==> config.mk <==
export PLATFORM = sky130hd
export DESIGN_NAME = cpi2c_control_port
export DESIGN_NICKNAME = d
export VERILOG_FILES = /design/src/rtl/cpi2c_pkg.sv /design/src/rtl/cpi2c_control_port.sv
export SDC_FILE = /design/constraint.sdc
export NUM_CORES = 1
export LEC_CHECK = 0
export BUFFER_PORTS_ARGS = -buffer_cell sky130_fd_sc_hd__buf_2
export CORE_MARGIN = 5
export CORE_UTILIZATION = 32
export DETAILED_ROUTE_END_ITERATION = 10
export PLACE_DENSITY = 0.5
export SLEW_MARGIN = 30
export SYNTH_ARGS = -nofsm -noshare
export SYNTH_HDL_FRONTEND = slang
export SYNTH_SLANG_ARGS = --single-unit
==> constraint.sdc <==
create_clock -name core_clk_i -period 2.6 [get_ports core_clk_i]
set_input_delay 0.52 -clock core_clk_i [delete_from_list [all_inputs] [get_ports core_clk_i]]
set_output_delay 0.52 -clock core_clk_i [all_outputs]
set_load 0.01 [all_outputs]
==> src/rtl/cpi2c_pkg.sv <==
// Constants and types for the control port in I2C slave mode.
// Assumes every user writes cpi2c_pkg::name; nothing is imported.
package cpi2c_pkg;
  // ==========================================================
  // Widths and depths
  localparam int BYTE_W     = 8;
  localparam int ADDR_W     = 7;
  localparam int FIFO_DEPTH = 4;
  localparam int VEC_W      = 16;

  // ==========================================================
  // Bit counts, vectors, reset values
  localparam logic [3:0]  BITS_PER_BYTE    = 4'h8;
  localparam logic [3:0]  LAST_BIT_BEFORE  = 4'h7;
  localparam logic [3:0]  CNT_ZERO         = 4'h0;
  localparam logic [3:0]  CNT_ONE          = 4'h1;
  localparam logic [15:0] VEC_INPUT_FULL   = 16'h0006;
  localparam logic [15:0] VEC_OUTPUT_EMPTY = 16'h0007;
  localparam logic [15:0] VEC_NONE         = 16'h0000;
  localparam logic [7:0]  BYTE_ZERO        = 8'h00;
  localparam logic [6:0]  ADDR_ZERO        = 7'h00;
  localparam logic        MODE_I2C         = 1'b0;
  localparam logic [1:0]  MODE_LOAD_WAIT   = 2'h2;
  localparam logic [1:0]  MODE_LOAD_DONE   = 2'h0;

  // ==========================================================
  // Protocol states
  typedef enum logic [2:0] {
    ST_IDLE     = 3'b000,
    ST_ADDR     = 3'b001,
    ST_ADDR_ACK = 3'b010,
    ST_WR_DATA  = 3'b011,
    ST_WR_ACK   = 3'b100,
    ST_RD_DATA  = 3'b101,
    ST_RD_ACK   = 3'b110
  } cpi2c_state_t;
endpackage : cpi2c_pkg

==> src/rtl/cpi2c_control_port.sv <==
// Control port slave for the I2C-compatible mode, plus its output FIFO.
// Assumes one 50 MHz clock; serial pins are asynchronous and get
// synchronised here; DSP-side strobes are on the core clock.
`timescale 1ns/10ps

// ============================================================
// Output FIFO between DSP writes and the output holding register
module cpi2c_fifo #(
  parameter int WIDTH = 8,
  parameter int DEPTH = 4
) (
  input  wire logic             clk_i,      // Core clock
  input  wire logic             rst_n_i,    // Synchronised reset
  input  wire logic             in_valid_i, // Write request
  output logic                  in_ready_o, // Room available
  input  wire logic [WIDTH-1:0] in_data_i,  // Write data
  output logic                  out_valid_o,// Data available
  input  wire logic             out_ready_i,// Drain accepts
  output logic      [WIDTH-1:0] out_data_o  // Head word
);
  localparam int PW = $clog2(DEPTH);
  localparam logic [PW:0] CNT_FULL = (PW+1)'(DEPTH);

  logic [WIDTH-1:0] mem_reg [DEPTH];
  logic [PW-1:0]    wr_ptr_reg;
  logic [PW-1:0]    rd_ptr_reg;
  logic [PW:0]      count_reg;
  logic [PW:0]      count_next;
  logic             push;
  logic             pop;

  assign push        = in_valid_i & in_ready_o;
  assign pop         = out_valid_o & out_ready_i;
  assign out_data_o  = mem_reg[rd_ptr_reg];
  assign count_next  = count_reg + (PW+1)'(push) - (PW+1)'(pop);

  // Storage write
  always_ff @(posedge clk_i) begin
    if (push) begin
      mem_reg[wr_ptr_reg] <= in_data_i;
    end
  end

  // Pointers, occupancy and registered flags
  always_ff @(posedge clk_i or negedge rst_n_i) begin
    if (!rst_n_i) begin
      wr_ptr_reg  <= '0;
      rd_ptr_reg  <= '0;
      count_reg   <= '0;
      in_ready_o  <= 1'b1;
      out_valid_o <= 1'b0;
    end else begin
      if (push) wr_ptr_reg <= wr_ptr_reg + PW'(1);
      if (pop)  rd_ptr_reg <= rd_ptr_reg + PW'(1);
      count_reg   <= count_next;
      in_ready_o  <= (count_next != CNT_FULL);
      out_valid_o <= (count_next != '0);
    end
  end
endmodule : cpi2c_fifo

// ============================================================
// Control port top
module cpi2c_control_port (
  input  wire logic        core_clk_i,        // 50 MHz core clock
  input  wire logic        rstn_i,            // Hardware reset, low
  input  wire logic        sw_reset_i,        // Software reset pulse
  input  wire logic        cs_n_i,            // Chip-select pin
  input  wire logic        scl_i,             // Serial clock pin
  input  wire logic        sda_i,             // SDA pin level
  output logic             sda_o,             // SDA drive value
  output logic             sda_oe_o,          // SDA pull-low enable
  output logic             req_n_o,           // Request pin, low
  input  wire logic        mode_wr_i,         // Firmware mode write
  input  wire logic        mode_wr_data_i,    // New mode select
  output logic             port_mode_select_o,// Current mode
  input  wire logic        addr_cfg_wr_i,     // Address config write
  input  wire logic        addr_check_en_i,   // New check enable
  input  wire logic [6:0]  dev_addr_i,        // New device address
  input  wire logic        in_irq_en_i,       // Input full irq enable
  input  wire logic        out_irq_en_i,      // Output empty irq en
  input  wire logic        rej_irq_en_i,      // Reject irq enable
  input  wire logic        out_valid_i,       // DSP output write
  output logic             out_ready_o,       // FIFO has room
  input  wire logic [7:0]  out_data_i,        // DSP output byte
  input  wire logic        in_rd_i,           // DSP reads input
  output logic      [7:0]  in_data_o,         // Input holding
  input  wire logic        ctrl_rd_i,         // DSP reads control
  output logic             input_full_flag_o, // Input full flag
  output logic             output_empty_flag_o,// Output empty flag
  output logic             byte_reject_flag_o,// Reject flag
  output logic             irq2_o,            // Line 2 pulse
  output logic      [15:0] irq2_vec_o,        // Line 2 vector
  output logic             irq3_o             // Line 3 pulse
);
  cpi2c_pkg::cpi2c_state_t state_reg;
  logic       rst_s1_reg, rst_n;
  logic [2:0] scl_sync_reg, sda_sync_reg;
  logic [1:0] cs_sync_reg;
  logic [1:0] mode_cnt_reg;
  logic       addr_check_en_reg;
  logic [6:0] dev_addr_reg;
  logic [3:0] bit_cnt_reg;
  logic [7:0] shift_reg;
  logic       rw_reg, load_ok_reg, req_block_reg, pend_out_reg;
  logic [7:0] out_hold_reg, fifo_data;
  logic       fifo_valid, hold_pop;
  logic       scl_rise, scl_fall, start_cond, stop_cond, port_on;
  logic       addr_done, addr_match, wr_done, accept, reject;
  logic       ld_after_addr, ld_after_ack, load_shift;
  logic       last_rise, ack_rise, out_evt, in_evt;

  // ==========================================================
  // Reset release and pin synchronisers
  always_ff @(posedge core_clk_i or negedge rstn_i) begin
    if (!rstn_i) begin
      rst_s1_reg <= 1'b0;
      rst_n      <= 1'b0;
    end else begin
      rst_s1_reg <= 1'b1;
      rst_n      <= rst_s1_reg;
    end
  end

  // Two flops each, then a third on SCL and SDA only for edge finding
  always_ff @(posedge core_clk_i or negedge rst_n) begin
    if (!rst_n) begin
      scl_sync_reg <= 3'h7;
      sda_sync_reg <= 3'h7;
      cs_sync_reg  <= 2'h3;
    end else begin
      scl_sync_reg <= {scl_sync_reg[1:0], scl_i};
      sda_sync_reg <= {sda_sync_reg[1:0], sda_i};
      cs_sync_reg  <= {cs_sync_reg[0], cs_n_i};
    end
  end

  // Edges and bus conditions from synchronised levels
  assign scl_rise   = scl_sync_reg[1] & ~scl_sync_reg[2];
  assign scl_fall   = ~scl_sync_reg[1] & scl_sync_reg[2];
  assign start_cond = port_on & scl_sync_reg[1] & scl_sync_reg[2]
                      & ~sda_sync_reg[1] & sda_sync_reg[2];
  assign stop_cond  = scl_sync_reg[1] & scl_sync_reg[2]
                      & sda_sync_reg[1] & ~sda_sync_reg[2];

  // ==========================================================
  // Mode select: strap capture after any reset, firmware write
  always_ff @(posedge core_clk_i or negedge rst_n) begin
    if (!rst_n) begin
      mode_cnt_reg       <= cpi2c_pkg::MODE_LOAD_WAIT;
      port_mode_select_o <= cpi2c_pkg::MODE_I2C;
    end else if (sw_reset_i) begin
      mode_cnt_reg <= cpi2c_pkg::MODE_LOAD_WAIT;
    end else if (mode_cnt_reg != cpi2c_pkg::MODE_LOAD_DONE) begin
      mode_cnt_reg <= mode_cnt_reg - 2'h1;
      if (mode_cnt_reg == 2'h1) begin
        port_mode_select_o <= ~cs_sync_reg[1];
      end
    end else if (mode_wr_i) begin
      port_mode_select_o <= mode_wr_data_i;
    end
  end

  assign port_on = (port_mode_select_o == cpi2c_pkg::MODE_I2C)
                   & (mode_cnt_reg == cpi2c_pkg::MODE_LOAD_DONE)
                   & ~sw_reset_i;

  // Address check settings, cleared at power up
  always_ff @(posedge core_clk_i or negedge rst_n) begin
    if (!rst_n) begin
      addr_check_en_reg <= 1'b0;
      dev_addr_reg      <= cpi2c_pkg::ADDR_ZERO;
    end else if (addr_cfg_wr_i) begin
      addr_check_en_reg <= addr_check_en_i;
      dev_addr_reg      <= dev_addr_i;
    end
  end

  // ==========================================================
  // Protocol events
  assign addr_done  = (state_reg == cpi2c_pkg::ST_ADDR) & scl_fall
                      & (bit_cnt_reg == cpi2c_pkg::BITS_PER_BYTE);
  assign addr_match = ~addr_check_en_reg
                      | (shift_reg[7:1] == dev_addr_reg);
  assign wr_done    = (state_reg == cpi2c_pkg::ST_WR_DATA) & scl_fall
                      & (bit_cnt_reg == cpi2c_pkg::BITS_PER_BYTE);
  assign accept     = wr_done & ~input_full_flag_o;
  assign reject     = wr_done & input_full_flag_o;
  assign ld_after_addr = (state_reg == cpi2c_pkg::ST_ADDR_ACK)
                         & scl_fall & rw_reg;
  assign ld_after_ack  = (state_reg == cpi2c_pkg::ST_RD_ACK)
                         & scl_fall & load_ok_reg;
  assign load_shift = ld_after_addr | ld_after_ack;
  assign last_rise  = (state_reg == cpi2c_pkg::ST_RD_DATA) & scl_rise
                      & (bit_cnt_reg == cpi2c_pkg::LAST_BIT_BEFORE);
  assign ack_rise   = (state_reg == cpi2c_pkg::ST_RD_ACK) & scl_rise;

  // ==========================================================
  // Byte, acknowledge and read-out state machine
  always_ff @(posedge core_clk_i or negedge rst_n) begin
    if (!rst_n) begin
      state_reg   <= cpi2c_pkg::ST_IDLE;
      bit_cnt_reg <= cpi2c_pkg::CNT_ZERO;
      shift_reg   <= cpi2c_pkg::BYTE_ZERO;
      rw_reg      <= 1'b0;
      sda_oe_o    <= 1'b0;
      load_ok_reg <= 1'b0;
    end else if (!port_on) begin
      state_reg <= cpi2c_pkg::ST_IDLE;
      sda_oe_o  <= 1'b0;
    end else if (start_cond) begin
      state_reg   <= cpi2c_pkg::ST_ADDR;
      bit_cnt_reg <= cpi2c_pkg::CNT_ZERO;
      sda_oe_o    <= 1'b0;
    end else if (stop_cond && state_reg != cpi2c_pkg::ST_RD_DATA
                 && state_reg != cpi2c_pkg::ST_RD_ACK) begin
      state_reg <= cpi2c_pkg::ST_IDLE;
      sda_oe_o  <= 1'b0;
    end else begin
      case (state_reg)
        cpi2c_pkg::ST_ADDR, cpi2c_pkg::ST_WR_DATA: begin
          if (scl_rise) begin
            shift_reg   <= {shift_reg[6:0], sda_sync_reg[1]};
            bit_cnt_reg <= bit_cnt_reg + cpi2c_pkg::CNT_ONE;
          end else if (addr_done) begin
            rw_reg    <= shift_reg[0];
            sda_oe_o  <= addr_match;
            state_reg <= addr_match ? cpi2c_pkg::ST_ADDR_ACK
                                    : cpi2c_pkg::ST_IDLE;
          end else if (wr_done) begin
            sda_oe_o  <= accept;
            state_reg <= cpi2c_pkg::ST_WR_ACK;
          end
        end
        cpi2c_pkg::ST_ADDR_ACK, cpi2c_pkg::ST_WR_ACK: begin
          if (scl_fall) begin
            bit_cnt_reg <= cpi2c_pkg::CNT_ZERO;
            if (ld_after_addr) begin
              shift_reg <= out_hold_reg;
              sda_oe_o  <= ~out_hold_reg[7];
              state_reg <= cpi2c_pkg::ST_RD_DATA;
            end else begin
              sda_oe_o  <= 1'b0;
              state_reg <= cpi2c_pkg::ST_WR_DATA;
            end
          end
        end
        cpi2c_pkg::ST_RD_DATA: begin
          if (scl_rise) begin
            bit_cnt_reg <= bit_cnt_reg + cpi2c_pkg::CNT_ONE;
            if (last_rise) begin
              load_ok_reg <= ~output_empty_flag_o;
            end
          end else if (scl_fall) begin
            if (bit_cnt_reg == cpi2c_pkg::BITS_PER_BYTE) begin
              sda_oe_o  <= 1'b0;
              state_reg <= cpi2c_pkg::ST_RD_ACK;
            end else begin
              shift_reg <= {shift_reg[6:0], 1'b0};
              sda_oe_o  <= ~shift_reg[6];
            end
          end
        end
        cpi2c_pkg::ST_RD_ACK: begin
          if (scl_fall) begin
            bit_cnt_reg <= cpi2c_pkg::CNT_ZERO;
            load_ok_reg <= 1'b0;
            if (ld_after_ack) begin
              shift_reg <= out_hold_reg;
              sda_oe_o  <= ~out_hold_reg[7];
              state_reg <= cpi2c_pkg::ST_RD_DATA;
            end else begin
              state_reg <= cpi2c_pkg::ST_IDLE;
            end
          end
        end
        default: begin
          sda_oe_o <= 1'b0;
        end
      endcase
    end
  end

  // Open-drain: only ever pulls low
  always_ff @(posedge core_clk_i or negedge rst_n) begin
    if (!rst_n) sda_o <= 1'b0;
    else        sda_o <= 1'b0;
  end

  // ==========================================================
  // Output path: FIFO feeds the output holding register
  cpi2c_fifo #(
    .WIDTH (cpi2c_pkg::BYTE_W),
    .DEPTH (cpi2c_pkg::FIFO_DEPTH)
  ) u_out_fifo (
    .clk_i       (core_clk_i),
    .rst_n_i     (rst_n),
    .in_valid_i  (out_valid_i),
    .in_ready_o  (out_ready_o),
    .in_data_i   (out_data_i),
    .out_valid_o (fifo_valid),
    .out_ready_i (hold_pop),
    .out_data_o  (fifo_data)
  );

  assign hold_pop = fifo_valid & output_empty_flag_o & ~load_shift;

  // Output holding register and its empty flag
  always_ff @(posedge core_clk_i or negedge rst_n) begin
    if (!rst_n) begin
      out_hold_reg        <= cpi2c_pkg::BYTE_ZERO;
      output_empty_flag_o <= 1'b1;
    end else if (load_shift) begin
      output_empty_flag_o <= 1'b1;
    end else if (hold_pop) begin
      out_hold_reg        <= fifo_data;
      output_empty_flag_o <= 1'b0;
    end
  end

  // Request pin: held high from last data bit to ack if empty
  always_ff @(posedge core_clk_i or negedge rst_n) begin
    if (!rst_n) begin
      req_block_reg <= 1'b0;
      req_n_o       <= 1'b1;
    end else begin
      if (last_rise && output_empty_flag_o) begin
        req_block_reg <= 1'b1;
      end else if (ack_rise || !port_on) begin
        req_block_reg <= 1'b0;
      end
      // FIFO refill in the same cycle keeps the request low unless req_block_reg or a last-bit rise while empty holds it high
      req_n_o <= (output_empty_flag_o & ~hold_pop) | req_block_reg
                 | (last_rise & output_empty_flag_o);
    end
  end

  // ==========================================================
  // Input holding register, input full and reject flags
  always_ff @(posedge core_clk_i or negedge rst_n) begin
    if (!rst_n) begin
      in_data_o         <= cpi2c_pkg::BYTE_ZERO;
      input_full_flag_o <= 1'b0;
    end else if (accept) begin
      in_data_o         <= shift_reg;
      input_full_flag_o <= 1'b1;
    end else if (in_rd_i) begin
      input_full_flag_o <= 1'b0;
    end
  end

  always_ff @(posedge core_clk_i or negedge rst_n) begin
    if (!rst_n) begin
      byte_reject_flag_o <= 1'b0;
    end else if (reject) begin
      byte_reject_flag_o <= 1'b1;
    end else if (ctrl_rd_i) begin
      byte_reject_flag_o <= 1'b0;
    end
  end

  // ==========================================================
  // Interrupt pulses; output event waits a cycle on collision
  assign in_evt  = accept & in_irq_en_i;
  assign out_evt = load_shift & ~output_empty_flag_o
                   & out_irq_en_i;

  always_ff @(posedge core_clk_i or negedge rst_n) begin
    if (!rst_n) begin
      irq2_o       <= 1'b0;
      irq2_vec_o   <= cpi2c_pkg::VEC_NONE;
      irq3_o       <= 1'b0;
      pend_out_reg <= 1'b0;
    end else begin
      irq3_o <= reject & ~byte_reject_flag_o & rej_irq_en_i;
      if (in_evt) begin
        irq2_o       <= 1'b1;
        irq2_vec_o   <= cpi2c_pkg::VEC_INPUT_FULL;
        pend_out_reg <= pend_out_reg | out_evt;
      end else if (out_evt || pend_out_reg) begin
        irq2_o       <= 1'b1;
        irq2_vec_o   <= cpi2c_pkg::VEC_OUTPUT_EMPTY;
        pend_out_reg <= 1'b0;
      end else begin
        irq2_o <= 1'b0;
      end
    end
  end
endmodule : cpi2c_control_port

==> results.toml <==
[logic_synthesis]
syn_area_per_cell_um2 = 13.2
synth_edf_count = 32
ys_ff_latch = 106
syn_inst = 369
async_flop_share_pct = 69.8
ys.flop_type = "dfrtp_1"
yosysSeqAreaShare_pct = 58.0
syn_area_um2 = 4870
synth_cell_types = 61
yosys_warnings = 0

[die]
die_area_um2 = 17800
coreArea_um2 = 15100
row_count = 45
die_w_um = 133
die_h_um = 133
pin_count = 65
initial_utilization_pct = 32.3

[timing]
rsz0062_at_grt = "no"
maxSlewViolCount = 0
finalCritPeriodShare_pct = 93.5
finalHoldViolCount = 0
relSlewSlack_pct = 49.4
worst_pin_slew_ns = 0.758
setup_viol = 0
fmax_mhz = 411
finalCriticalPeriod_ns = 2.43
setup_tns_ns = 0
skew_ns = 0.00625

[pwr]
powerDensity_nw_per_um2 = 601
p_leak_uw = 0.00243
vdd_drop_max_v = 0.000359
power.total_uw = 3380

[detailed_routing]
drt-pass1-iter-count = 4
drt-total-wl_um = 9470
drt_iter0_drc = 117
postRouteAntennaNets = 0
drc_errors = 0
vias_per_cell = 4.79
num_vias = 2963
drt-wirelength-per-cell_um = 15.3

[cells_and_area]
diodes = 0
layout_commonest_cell = "dfrtp_1"
largest_reg_flops = 32
drive_above_1_share_pct = 35.1
area_growth_pct = 15.6
mostFrequentLayoutCells = "dfrtp_1, buf_2, mux2_2"
layout.nets = 467

[critical_path]
arrival_ns = 2.68
slowest_delay_ns = 0.53
r2r_slack_ns = 0.17
worst-setup-path-type = "reg -> reg"
cp_common_cell = "ha_1"
timing.rr.start = "scl_sync_reg[2]"
worstPathCellList = "nor3b_4, nand3_2, and3_4, ha_1, inv_1, ha_1, fa_1, xnor2_2, nand2b_1"
path_max_fanout = 3
required_ns = 2.85
startpoint = "scl_sync_reg[2]"
crit_buf_inv = 1
critPathSlowestCell = "dfstp_2"
critPathTopFamily = "adder cells"
critPathCaptureType = "register"
crit_path_start_kind = "register"

[global_route]
grt_max_degree = 43
grt_pass1_wl_um = 15900
first_global_vias = 3013
grt_util_all_layers_pct = 11.4
grt_overflow = 0
antenna_found_initial = 0

[clocking]
cts_root_buf = "clkbuf_16"
cts_buffer_depth = 2
cts_buffers = 9
cts_sinks = 106
h-tree-depth = 3
cts.clk_slew.worst_paths_ns = 0.07
cts_tree = "built"
insertion_delay_ns = 0.35

[placed_design]
dp_hpwl_um = 7040
place_congestion = 0.844
port_buffers = 50

[run_status]
status = "finished, final reports clean"

[min_path]
min_from = "sda_i"
hp-class = "in -> reg"

[flow_run]
drv_cap = 0
-- through the flow --
stage	instance area (um^2)	util (%)	worst slack, ns	hold slack, ns	instances
floorplan	4940	-	0.0181	0.224	382
detailed placement	5320	35.2	0.146	0.308	600
global placement	5320	35.2	0.224	0.305	600
finish	5630	37.3	0.169	0.260	618
CTS	5610	37.2	0.125	0.239	617
global route	5630	37.3	0.0311	0.243	618
-- report_power, final --
group | leakage (uW) | switching, uW | internal [uW]
combinational | 0.00107 | 135 | 121
sequential | 0.00123 | 56.8 | 1780
clock | 0.000132 | 630 | 664
total | 0.00243 | 822 | 2560
-- final timing paths --
path,endpoint,depth (start not counted)
worst max-delay path,u_out_fifo.out_valid_o,9
worst min-delay path,sda_sync_reg[0],1
worst max register to register,u_out_fifo.out_valid_o,9
worst min register to register,dev_addr_reg[0],0
max in group asynchronous,sda_sync_reg[2],1
min in group asynchronous,dev_addr_reg[0],0
-- layer usage --
layer / wire length (um) / vias up / track usage, %
li1: - / 1421 / -
met1: 4140 / 1455 / 14.0
met2: 4600 / 69 / 18.5
met3: 483 / 18 / 3.66
met4: 252 / 0 / 4.91
met5: 0 / - / 0
-- repair_timing --
| item | in CTS | in global routing |
|---|---|---|
| gates resized for setup | 0 | 3 |
| hold buffers | 1 | 0 |
| setup buffers | 0 | 1 |
| setup endpoints to repair | 0 | 2 |
| endpoints found under the hold margin | 2 | 0 |
-- synthesized netlist by cell type, types with 4 or more instances --
master | number | area [um^2]
dfrtp_1 | 62 | 1550
mux2_2 | 42 | 473
edfxtp_1 | 32 | 961
inv_1 | 19 | 71.3
nand2_1 | 19 | 71.3
buf_4 | 17 | 128
o21ai_0 | 17 | 85.1
nor2_1 | 14 | 52.6
dfstp_2 | 12 | 315
a21oi_1 | 10 | 50.1
ha_1 | 10 | 125
mux4_2 | 8 | 180
xor2_1 | 8 | 70.1
nand3_1 | 6 | 30.0
xnor2_1 | 6 | 52.6
and3_1 | 5 | 31.3
buf_2 | 5 | 25.0
nand3b_1 | 5 | 37.5
clkbuf_1 | 4 | 15.0
nor2b_1 | 4 | 25.0
-- cell type report --
type	count	area (um^2)
Clock buffer	9	225
Clock inverter	7	57.6
Fill cell	1478	9460
Inverter	19	71.3
Multi-Input combinational cell	228	1870
Sequential cell	106	2830
Tap cell	188	235
Timing Repair Buffer	61	348
-- kinds of logic after synthesis --
logic type	after synthesis	share of synthesized area [%]
DFF	106	58.0
and+or+nand+nor	85	10.3
muxes	53	14.0
AOI/OAI and AO/OA	50	6.65
buffers and inverters	48	5.29
xor gates and xnor gates	14	2.52
adders and majority gates	11	2.98
other	2	0.154
Note: power is estimated with default switching activity, not from simulation.
